### config.mk
export PLATFORM = sky130hd
export DESIGN_NAME = clo_top
export DESIGN_NICKNAME = d
export VERILOG_FILES = /design/src/clo_pkg.sv /design/src/clo_gate.sv /design/src/clo_top.sv
export SDC_FILE = /design/constraint.sdc
export NUM_CORES = 1
export LEC_CHECK = 0
export BUFFER_PORTS_ARGS = -buffer_cell sky130_fd_sc_hd__buf_2
export CORE_MARGIN = 10
export CORE_UTILIZATION = 47
export CTS_CLUSTER_SIZE = 25
export DETAILED_ROUTE_END_ITERATION = 10
export GPL_TIMING_DRIVEN = 0
export MAX_ROUTING_LAYER = met4
export PLACE_DENSITY = 0.81
export SLEW_MARGIN = 20
export SYNTH_ARGS = -nofsm -noshare
export SYNTH_HDL_FRONTEND = slang
export SYNTH_SLANG_ARGS = --single-unit
### constraint.sdc
create_clock -name hclk -period 2 [get_ports hclk]
set_clock_uncertainty 0.1 [all_clocks]
set_input_delay 0.5 -clock hclk [delete_from_list [all_inputs] [get_ports hclk]]
set_output_delay 0.5 -clock hclk [all_outputs]
set_load 0.05 [all_outputs]
### src/clo_pkg.sv
package clo_pkg;
  // Register word indices; the byte address is four times the index
  localparam logic [7:0] idx_color_output_control = 8'h00;
  localparam logic [7:0] idx_external_pwm_routing = 8'h07;
  localparam logic [7:0] idx_block_enables = 8'h08;
  localparam logic [7:0] idx_flash_control = 8'h10;
  localparam logic [7:0] idx_set_one_current_scale = 8'h12;
  localparam logic [7:0] idx_set_two_current_scale = 8'h13;
  localparam logic [7:0] idx_display_config = 8'h20;
  localparam int addr_width = 10;
  // Field positions
  localparam int pos_set_one_switch_mode = 7;
  localparam int pos_set_two_switch_mode = 6;
  localparam int pos_white_low_gate = 7;
  localparam int pos_white_high_gate = 6;
  localparam int pos_flash_ext_gate = 5;
  localparam int pos_sel_lo = 0;
  localparam int pos_display_flag = 0;
  // Reset values
  localparam logic [7:0] rst_reg = 8'h00;
  localparam logic [5:0] color_mask = 6'h3F;
  // Source selector codes
  typedef enum logic [1:0] {
    clo_sel_pattern_both = 2'b00,
    clo_sel_audio_one = 2'b01,
    clo_sel_audio_two = 2'b10,
    clo_sel_audio_both = 2'b11
  } clo_sel_type;
  // Per-output drive info toward the analog drivers
  typedef struct packed {
    logic [5:0] on;
    logic [1:0] switch_mode;
    logic [11:0] current_code;
  } clo_drive_type;
endpackage

### src/clo_gate.sv
`timescale 1ns/1ps
// One output's gating: on bit, chosen source, optional external PWM
module clo_gate (
  input wire logic hclk,
  input wire logic hresetn,
  input wire logic on_bit,
  input wire logic use_audio,
  input wire logic audio_level,
  input wire logic pattern_level,
  input wire logic ext_gate_en,
  input wire logic ext_pwm,
  output logic drive
);
  logic src; // Level of the selected internal source
  logic next_drive;
  always_comb begin
    src = use_audio ? audio_level : pattern_level;
    next_drive = on_bit & src;
    if (ext_gate_en) begin
      next_drive = next_drive & ext_pwm;
    end
  end
  // Registered so pin level is glitch free
  always_ff @(posedge hclk or negedge hresetn) begin
    if (!hresetn) begin
      drive <= 1'b0;
    end else begin
      drive <= next_drive;
    end
  end
endmodule

### src/clo_top.sv
// The implementer's own choice: register access over AHB-Lite.
`timescale 1ns/1ps
// Operation
// - selector routes audio and pattern to sets
// - on bit must be set for activity
// - bits 5..0 turn color outputs on
// - bits 7,6 pick switch or sink mode
// - external PWM routing bits per output
// - flash bit lets PWM gate flash
// - display flag: low group gates all whites
// - internal and external PWM are ANDed
// - 2-bit code scales output max current
// - current scale registers reset to zero
module clo_top (
  input wire logic hclk,
  input wire logic hresetn,
  input wire logic hsel,
  input wire logic [31:0] haddr,
  input wire logic [1:0] htrans,
  input wire logic hwrite,
  input wire logic [2:0] hsize,
  input wire logic [31:0] hwdata,
  input wire logic hready,
  output logic [31:0] hrdata,
  output logic hreadyout,
  output logic hresp,
  input wire logic [5:0] audio_level,
  input wire logic [5:0] pattern_level,
  input wire logic ext_pwm,
  input wire logic flash_level,
  input wire logic [5:0] white_level,
  output logic [5:0] color_drive,
  output logic flash_drive,
  output logic [5:0] white_drive,
  output clo_pkg::clo_drive_type drive_info
);
  // ****************************************
  // Sizes
  // ****************************************
  // Six color outputs, two sets of three; bit 5 is red of set one
  localparam int num_colors = 6;
  // Outputs per set; the upper half of the vector is set one
  localparam int set_size = 3;
  // Width of one maximum-current code
  localparam int code_width = 2;
  // Codes of one set packed red, green, blue from the top
  localparam int scale_width = set_size * code_width;
  // Registers are one byte wide on a 32-bit bus
  localparam int reg_width = 8;

  // ****************************************
  // Registers
  // ****************************************
  logic [7:0] color_output_control; // Modes and on bits
  logic [7:0] external_pwm_routing; // PWM gate bits
  logic [7:0] block_enables; // Source selector in low bits
  logic [7:0] flash_control; // Flash gate bit
  logic [5:0] set_one_current_scale; // Set one codes
  logic [5:0] set_two_current_scale; // Set two codes
  logic display_config_flag; // White grouping flag
  // Bus data-phase capture
  logic wr_pend;
  logic [7:0] wr_idx;
  logic [7:0] rd_byte;
  logic [7:0] next_rd;
  logic [7:0] addr_idx;
  logic word_ok;
  logic accept;

  // ****************************************
  // AHB-Lite slave
  // ****************************************
  // Always zero wait state, always OKAY
  assign hreadyout = 1'b1;
  assign hresp = 1'b0;
  // Word index; byte lanes below bit 2 only matter for alignment
  assign addr_idx = haddr[clo_pkg::addr_width - 1:2];
  // Unaligned writes are dropped rather than guessed at
  assign word_ok = (haddr[1:0] == 2'b00);
  // A transfer is taken only when the bus as a whole is ready
  assign accept = hsel & htrans[1] & hready;

  // ****************************************
  // Write strobes
  // ****************************************
  // One strobe per register, decoded from the captured index
  // Decoding once here keeps each register's process small
  logic wr_color; // Color control write this cycle
  logic wr_routing; // PWM routing write this cycle
  logic wr_enables; // Enables write this cycle
  logic wr_flash; // Flash control write this cycle
  logic wr_scale_one; // Set one scale write this cycle
  logic wr_scale_two; // Set two scale write this cycle
  logic wr_display; // Display flag write this cycle
  assign wr_color = wr_pend &
    (wr_idx == clo_pkg::idx_color_output_control);
  assign wr_routing = wr_pend &
    (wr_idx == clo_pkg::idx_external_pwm_routing);
  assign wr_enables = wr_pend &
    (wr_idx == clo_pkg::idx_block_enables);
  assign wr_flash = wr_pend &
    (wr_idx == clo_pkg::idx_flash_control);
  assign wr_scale_one = wr_pend &
    (wr_idx == clo_pkg::idx_set_one_current_scale);
  assign wr_scale_two = wr_pend &
    (wr_idx == clo_pkg::idx_set_two_current_scale);
  assign wr_display = wr_pend &
    (wr_idx == clo_pkg::idx_display_config);

  // Address phase capture for writes
  always_ff @(posedge hclk or negedge hresetn) begin
    if (!hresetn) begin
      wr_pend <= 1'b0;
      wr_idx <= clo_pkg::rst_reg;
    end else begin
      wr_pend <= accept & hwrite & word_ok;
      wr_idx <= addr_idx;
    end
  end

  // Read mux; unmapped reads give zero
  // Sampled at the address phase so data stands through the data phase
  always_comb begin
    case (addr_idx)
      clo_pkg::idx_color_output_control: begin
        next_rd = color_output_control;
      end
      clo_pkg::idx_external_pwm_routing: begin
        next_rd = external_pwm_routing;
      end
      clo_pkg::idx_block_enables: begin
        next_rd = block_enables;
      end
      clo_pkg::idx_flash_control: begin
        next_rd = flash_control;
      end
      clo_pkg::idx_set_one_current_scale: begin
        next_rd = {2'h0, set_one_current_scale};
      end
      clo_pkg::idx_set_two_current_scale: begin
        next_rd = {2'h0, set_two_current_scale};
      end
      clo_pkg::idx_display_config: begin
        next_rd = {7'h00, display_config_flag};
      end
      default: begin
        next_rd = 8'h00;
      end
    endcase
  end

  // Read data registered into data phase
  always_ff @(posedge hclk or negedge hresetn) begin
    if (!hresetn) begin
      rd_byte <= clo_pkg::rst_reg;
    end else if (accept & ~hwrite) begin
      rd_byte <= next_rd;
    end
  end
  assign hrdata = {24'h000000, rd_byte};

  // ****************************************
  // Register writes
  // ****************************************
  // Each register is written in the data phase, while hwdata stands
  // Color control: modes in bits 7:6, on bits in 5:0
  always_ff @(posedge hclk or negedge hresetn) begin
    if (!hresetn) begin
      color_output_control <= clo_pkg::rst_reg;
    end else if (wr_color) begin
      color_output_control <= hwdata[7:0];
    end
  end

  // PWM routing: one gate bit per output or white group
  always_ff @(posedge hclk or negedge hresetn) begin
    if (!hresetn) begin
      external_pwm_routing <= clo_pkg::rst_reg;
    end else if (wr_routing) begin
      external_pwm_routing <= hwdata[7:0];
    end
  end

  // Enables: only the selector bits are used here
  // The other bits are kept so software reads back what it wrote
  always_ff @(posedge hclk or negedge hresetn) begin
    if (!hresetn) begin
      block_enables <= clo_pkg::rst_reg;
    end else if (wr_enables) begin
      block_enables <= hwdata[7:0];
    end
  end

  // Flash control: only the gate bit matters to this block
  always_ff @(posedge hclk or negedge hresetn) begin
    if (!hresetn) begin
      flash_control <= clo_pkg::rst_reg;
    end else if (wr_flash) begin
      flash_control <= hwdata[7:0];
    end
  end

  // Set one scale codes; reserved top bits are never stored
  always_ff @(posedge hclk or negedge hresetn) begin
    if (!hresetn) begin
      set_one_current_scale <= clo_pkg::rst_reg[5:0];
    end else if (wr_scale_one) begin
      set_one_current_scale <= hwdata[5:0];
    end
  end

  // Set two scale codes; same packing as set one
  always_ff @(posedge hclk or negedge hresetn) begin
    if (!hresetn) begin
      set_two_current_scale <= clo_pkg::rst_reg[5:0];
    end else if (wr_scale_two) begin
      set_two_current_scale <= hwdata[5:0];
    end
  end

  // Display flag, a single bit in a register of its own
  // Kept apart so a routing write cannot disturb the white grouping
  always_ff @(posedge hclk or negedge hresetn) begin
    if (!hresetn) begin
      display_config_flag <= 1'b0;
    end else if (wr_display) begin
      display_config_flag <= hwdata[clo_pkg::pos_display_flag];
    end
  end

  // ****************************************
  // Source routing
  // ****************************************
  clo_pkg::clo_sel_type sel;
  logic set_one_audio;
  logic set_two_audio;
  assign sel = clo_pkg::clo_sel_type'(block_enables[clo_pkg::pos_sel_lo +: 2]);
  // Which sets follow audio; a set not on audio follows the pattern generator
  // A selector change takes effect on the next registered output edge
  // so no output sees a half-switched source
  always_comb begin
    case (sel)
      clo_pkg::clo_sel_pattern_both: begin
        set_one_audio = 1'b0;
        set_two_audio = 1'b0;
      end
      clo_pkg::clo_sel_audio_one: begin
        set_one_audio = 1'b1;
        set_two_audio = 1'b0;
      end
      clo_pkg::clo_sel_audio_two: begin
        set_one_audio = 1'b0;
        set_two_audio = 1'b1;
      end
      clo_pkg::clo_sel_audio_both: begin
        set_one_audio = 1'b1;
        set_two_audio = 1'b1;
      end
      default: begin
        set_one_audio = 1'b0;
        set_two_audio = 1'b0;
      end
    endcase
  end

  // ****************************************
  // Color outputs
  // ****************************************
  // Bit 5 is red of set one down to bit 0 blue of set two
  // Every output has its own gate, so a routing bit affects one pin
  // The dimming input is shared; its rate is the far side's concern
  // Outputs are registered, which costs one cycle of latency
  genvar gi;
  generate
    for (gi = 0; gi < num_colors; gi++) begin : g_color
      clo_gate u_gate (
        .hclk(hclk),
        .hresetn(hresetn),
        .on_bit(color_output_control[gi]),
        .use_audio(gi >= set_size ? set_one_audio : set_two_audio),
        .audio_level(audio_level[gi]),
        .pattern_level(pattern_level[gi]),
        .ext_gate_en(external_pwm_routing[gi]),
        .ext_pwm(ext_pwm),
        .drive(color_drive[gi])
      );
    end
  endgenerate

  // ****************************************
  // Flash and white gating
  // ****************************************
  logic next_flash;
  logic [5:0] white_gate;
  logic [5:0] next_white;
  always_comb begin
    // Flash passes its level unless routed to the dimming input
    next_flash = flash_level;
    if (flash_control[clo_pkg::pos_flash_ext_gate]) begin
      next_flash = flash_level & ext_pwm;
    end
    // Whites 1-4 always follow the low group routing bit
    white_gate[3:0] = {4{external_pwm_routing[
      clo_pkg::pos_white_low_gate]}};
    // Display flag hands whites 5-6 to the low group bit
    if (display_config_flag) begin
      white_gate[5:4] = {2{external_pwm_routing[
        clo_pkg::pos_white_low_gate]}};
    end else begin
      white_gate[5:4] = {2{external_pwm_routing[
        clo_pkg::pos_white_high_gate]}};
    end
    // A gated white is lit only while the dimming input is high
    next_white = white_level & ~(white_gate & {6{~ext_pwm}});
  end

  // Registered for clean pin levels
  always_ff @(posedge hclk or negedge hresetn) begin
    if (!hresetn) begin
      flash_drive <= 1'b0;
      white_drive <= 6'h00;
    end else begin
      flash_drive <= next_flash;
      white_drive <= next_white;
    end
  end

  // ****************************************
  // Driver configuration
  // ****************************************
  // Codes 0..3 mean a quarter up to full scale in the analog driver
  // Left combinational: the analog side settles far slower than a clock
  // Mode bits only choose sink or switch; on bits still gate the pins
  always_comb begin
    drive_info.on = color_output_control[5:0] & clo_pkg::color_mask;
    drive_info.switch_mode = {
      color_output_control[clo_pkg::pos_set_one_switch_mode],
      color_output_control[clo_pkg::pos_set_two_switch_mode]};
    drive_info.current_code = {set_one_current_scale,
                               set_two_current_scale};
  end
endmodule

==> results.md <==
* Outcome: finished, final reports clean
* Die Span X at 108 µm
* Crit-path cells: nor4_2, and4_1, buf_2, mux2_2
* Hold path startpoint: haddr[6]
* Vias in the first global route at roughly 2800
* Worst slew pin tran at 0.602 ns
* Core area at 7370 µm²
* Multi-input gate area at 1470 µm²
* Synth area leaders: dfrtp_1 52%, mux2_2 12%, buf_4 8.1%
* CTS tree: built
* Post-synth cell types at 46
* RSZ-0062 raised after global routing: yes
* Vias per inst at between 4 and 5
* Final period util at 0.961
* Vias at 2547
* Htree depth at 3
* Overall Power at 3.36 mW
* Mapped Avg Cell Area at 12.5 µm²
* Max incr delay on CP at 0.42 ns
* Crit. End Element: flip-flop
* Max Buffers Root-to-Sink at 2
* WL/cell at 17.3 µm
* Initial antenna violation count at 0
* Num CTS Buffers at 9
* Yosys warnings at 0
* Reg2reg setup slack at 0.08 ns
* Antenna Nets Post-Route at 0
* Final hold violations at 0
* Top cell type's share of synthesized area at 0.520
* I/O pins at 161
* Insertion delay to the later sink of the worst-skew pair at 0.34 ns
* Slew Limit Fails at 0
* Post-route setup slack at roughly 0.08 ns
* Critical path launch point: wr_idx[5]$_DFF_PN0_
* Slew margin rel. at 0.597
* Startpoint types: flip-flop
* Die ar. at 11600 µm²
* Critical Path RT at 2.13 ns
* GRT Util Overall at 0.162
* Setup_tns at 0 ns
* 1st-iter DRT viols at ~110
* Starting density of the core at 0.489
* Number of I/O port buffers at between 80 and 90
* Largest net degree at the start of global routing at 45
* CP Max Fanout at 8
* Hold Path Sink: wr_idx[4]$_DFF_PN0_
* Synth Instances at slightly below 300
* Reg2reg path depth at 4
* Post-synth top area cell: dfrtp_1
* Top post-synthesis cells by count: 75 x dfrtp_1, 39 x buf_4, 38 x mux2_2
* Clock Sinks at 75
* Maximum vdd drop at 497 µV
* DPL Wire Length at 6920 µm
* FILL cells at approximately 640
* Register bit total from synthesis at 75
* Static Leakage at 2.19 nW
* CP arrival at 2.05 ns
* Min-Delay Path Depth at 1
* GP Congestion at roughly 0.83
* Min-Delay Path Class: input pin to flip-flop
* Top_reg_cell synth: dfrtp_1
* Register area at roughly 1900 µm²
* Final setup viols at 0
* Final min period at 1.92 ns
* Crit-path slowest cell: nor4_2
* Area grow syn2layout at 24.8%
* Fraction of layout cells with a size suffix above 1 at 0.476
* Nets@finish at 505
* Pre-CTS setup slack at -0.183 ns
* Drt drc at 0
* Count leader, synth: dfrtp_1
* Cell Area, Synth at 3610 µm²
* Worst r2r src: wr_idx[5]$_DFF_PN0_
* GRT overflow at 0
* Post-synth EDFFs at 0
* Ant. Diodes at 0
* Seq/Total Area, Yosys at 0.520
* First-pass GRT wire length at 14400 µm
* WL final at 8890 µm
* P per Cell Area at about 750 nW/µm²
* Die H at around 110 µm
* Root buf cell: clkbuf_8
* FF-to-FF End: block_enables[6]$_DFFE_PN0P_
* Max cap viols at 0
* CP Class: flip-flop to flip-flop
* Rows at 31
* Async SR Flop Fraction at 1.00
* First-pass iteration count of the detailed router at 4
* Max Clock Freq at 0.521 GHz
* CTS clk-pin slew, worst paths at 0.07 ns
-- state kept, by name, summed over array words and instances (netlist names), 6 cells and up --
signal / cells
white_drive: 6
wr_idx: 8
g_color.u_gate.drive: 6
set_one_current_scale: 6
color_output_control: 8
external_pwm_routing: 8
flash_control: 8
set_two_current_scale: 6
block_enables: 8
rd_byte: 8
-- kinds of logic (layout without fill, tap and decap cells) --
logic type      after synthesis  count (layout)  share of synthesized area
compound gates               35              35                     0.0711
buf+inv                      52             155                      0.101
flops                        75              75                      0.520
mux                          66              66                      0.199
other cells                   2              26                    0.00208
simple gates                 59              59                      0.106
-- timing repair --
item / 4_1_cts / 5_1_grt
endpoints found under the setup margin: 0 / 44
hold buffers: 1 / 0
gates resized for setup: 0 / 4
setup buffers: 0 / 1
hold endpoints to repair: 31 / 0
-- worst max-delay path by stage --
stage / slack (ns) / endpoint / depth (start not counted)
finish: 0.08 / block_enables[6]$_DFFE_PN0P_ / 4
detailed placement: -0.18 / rd_byte[4]$_DFFE_PN0P_ / 7
floorplan: 0.21 / rd_byte[4]$_DFFE_PN0P_ / 6
global placement: -0.15 / rd_byte[4]$_DFFE_PN0P_ / 7
global route: -0.03 / block_enables[3]$_DFFE_PN0P_ / 4
CTS: 0.04 / external_pwm_routing[3]$_DFFE_PN0P_ / 3
-- where the power goes --
group	switching [mW]	total (mW)	internal [mW]
Sequential	0.0437	1.62	1.58
Combinational	0.388	0.569	0.181
Clock	0.558	1.17	0.610
Total	0.989	3.36	2.37
-- metal layers --
metal,share of wire,wire length [µm],global-route usage,vias to the layer above
li1,-,-,-,1218
met1,0.43,3820,0.193,1209
met5,0,0,-,-
met3,0.062,551,0.0401,20
met4,0.027,243,0.0792,0
met2,0.48,4280,0.251,100
-- cell usage in the layout, fill, tap and decap left out, drive strengths merged, types with 2 or more instances in the layout --
| cell | instances |
|---|---|
| buf | 129 |
| dfrtp | 75 |
| mux2 | 45 |
| conb | 26 |
| mux2i | 21 |
| nand2 | 16 |
| clkbuf | 12 |
| inv | 8 |
| o21ai | 8 |
| nor3 | 7 |
| o22ai | 7 |
| a211oi | 6 |
| nor2 | 5 |
| nand3 | 5 |
| and2 | 4 |
| a221oi | 4 |
| nor2b | 3 |
| a21oi | 3 |
| nor4 | 3 |
| o2bb2ai | 2 |
| or4 | 2 |
| nand3b | 2 |
| clkinv | 2 |
| clkinvlp | 2 |
| and3 | 2 |
-- stage by stage --
stage,instances,utilization,instance area (µm²),hold WS (ns)
after floorplan,313,-,3700,0.104
after global placement,496,0.575,4240,0.355
after detailed placement,497,0.578,4260,0.360
after CTS,514,0.607,4470,0.171
after global routing,515,0.611,4500,0.163
final,515,0.611,4500,0.185
-- cell type report --
class	count	area share
clock buffers	10	0.0306
well taps	99	0.0275
inverters	7	0.00584
multi-input cells	186	0.327
repair buffers	87	0.102
clock inverters	6	0.0142
flip-flops and latches	75	0.417
plain buffers	45	0.0753
-- critical path, delay by kind of cell (launching register included) --
family / cells / cell delay, ns
and+or+nand+nor: 2 / 0.67
DFF: 1 / 0.41
muxes: 1 / 0.37
buffers and inverters: 1 / 0.25
(Power assumes the default switching activity.)
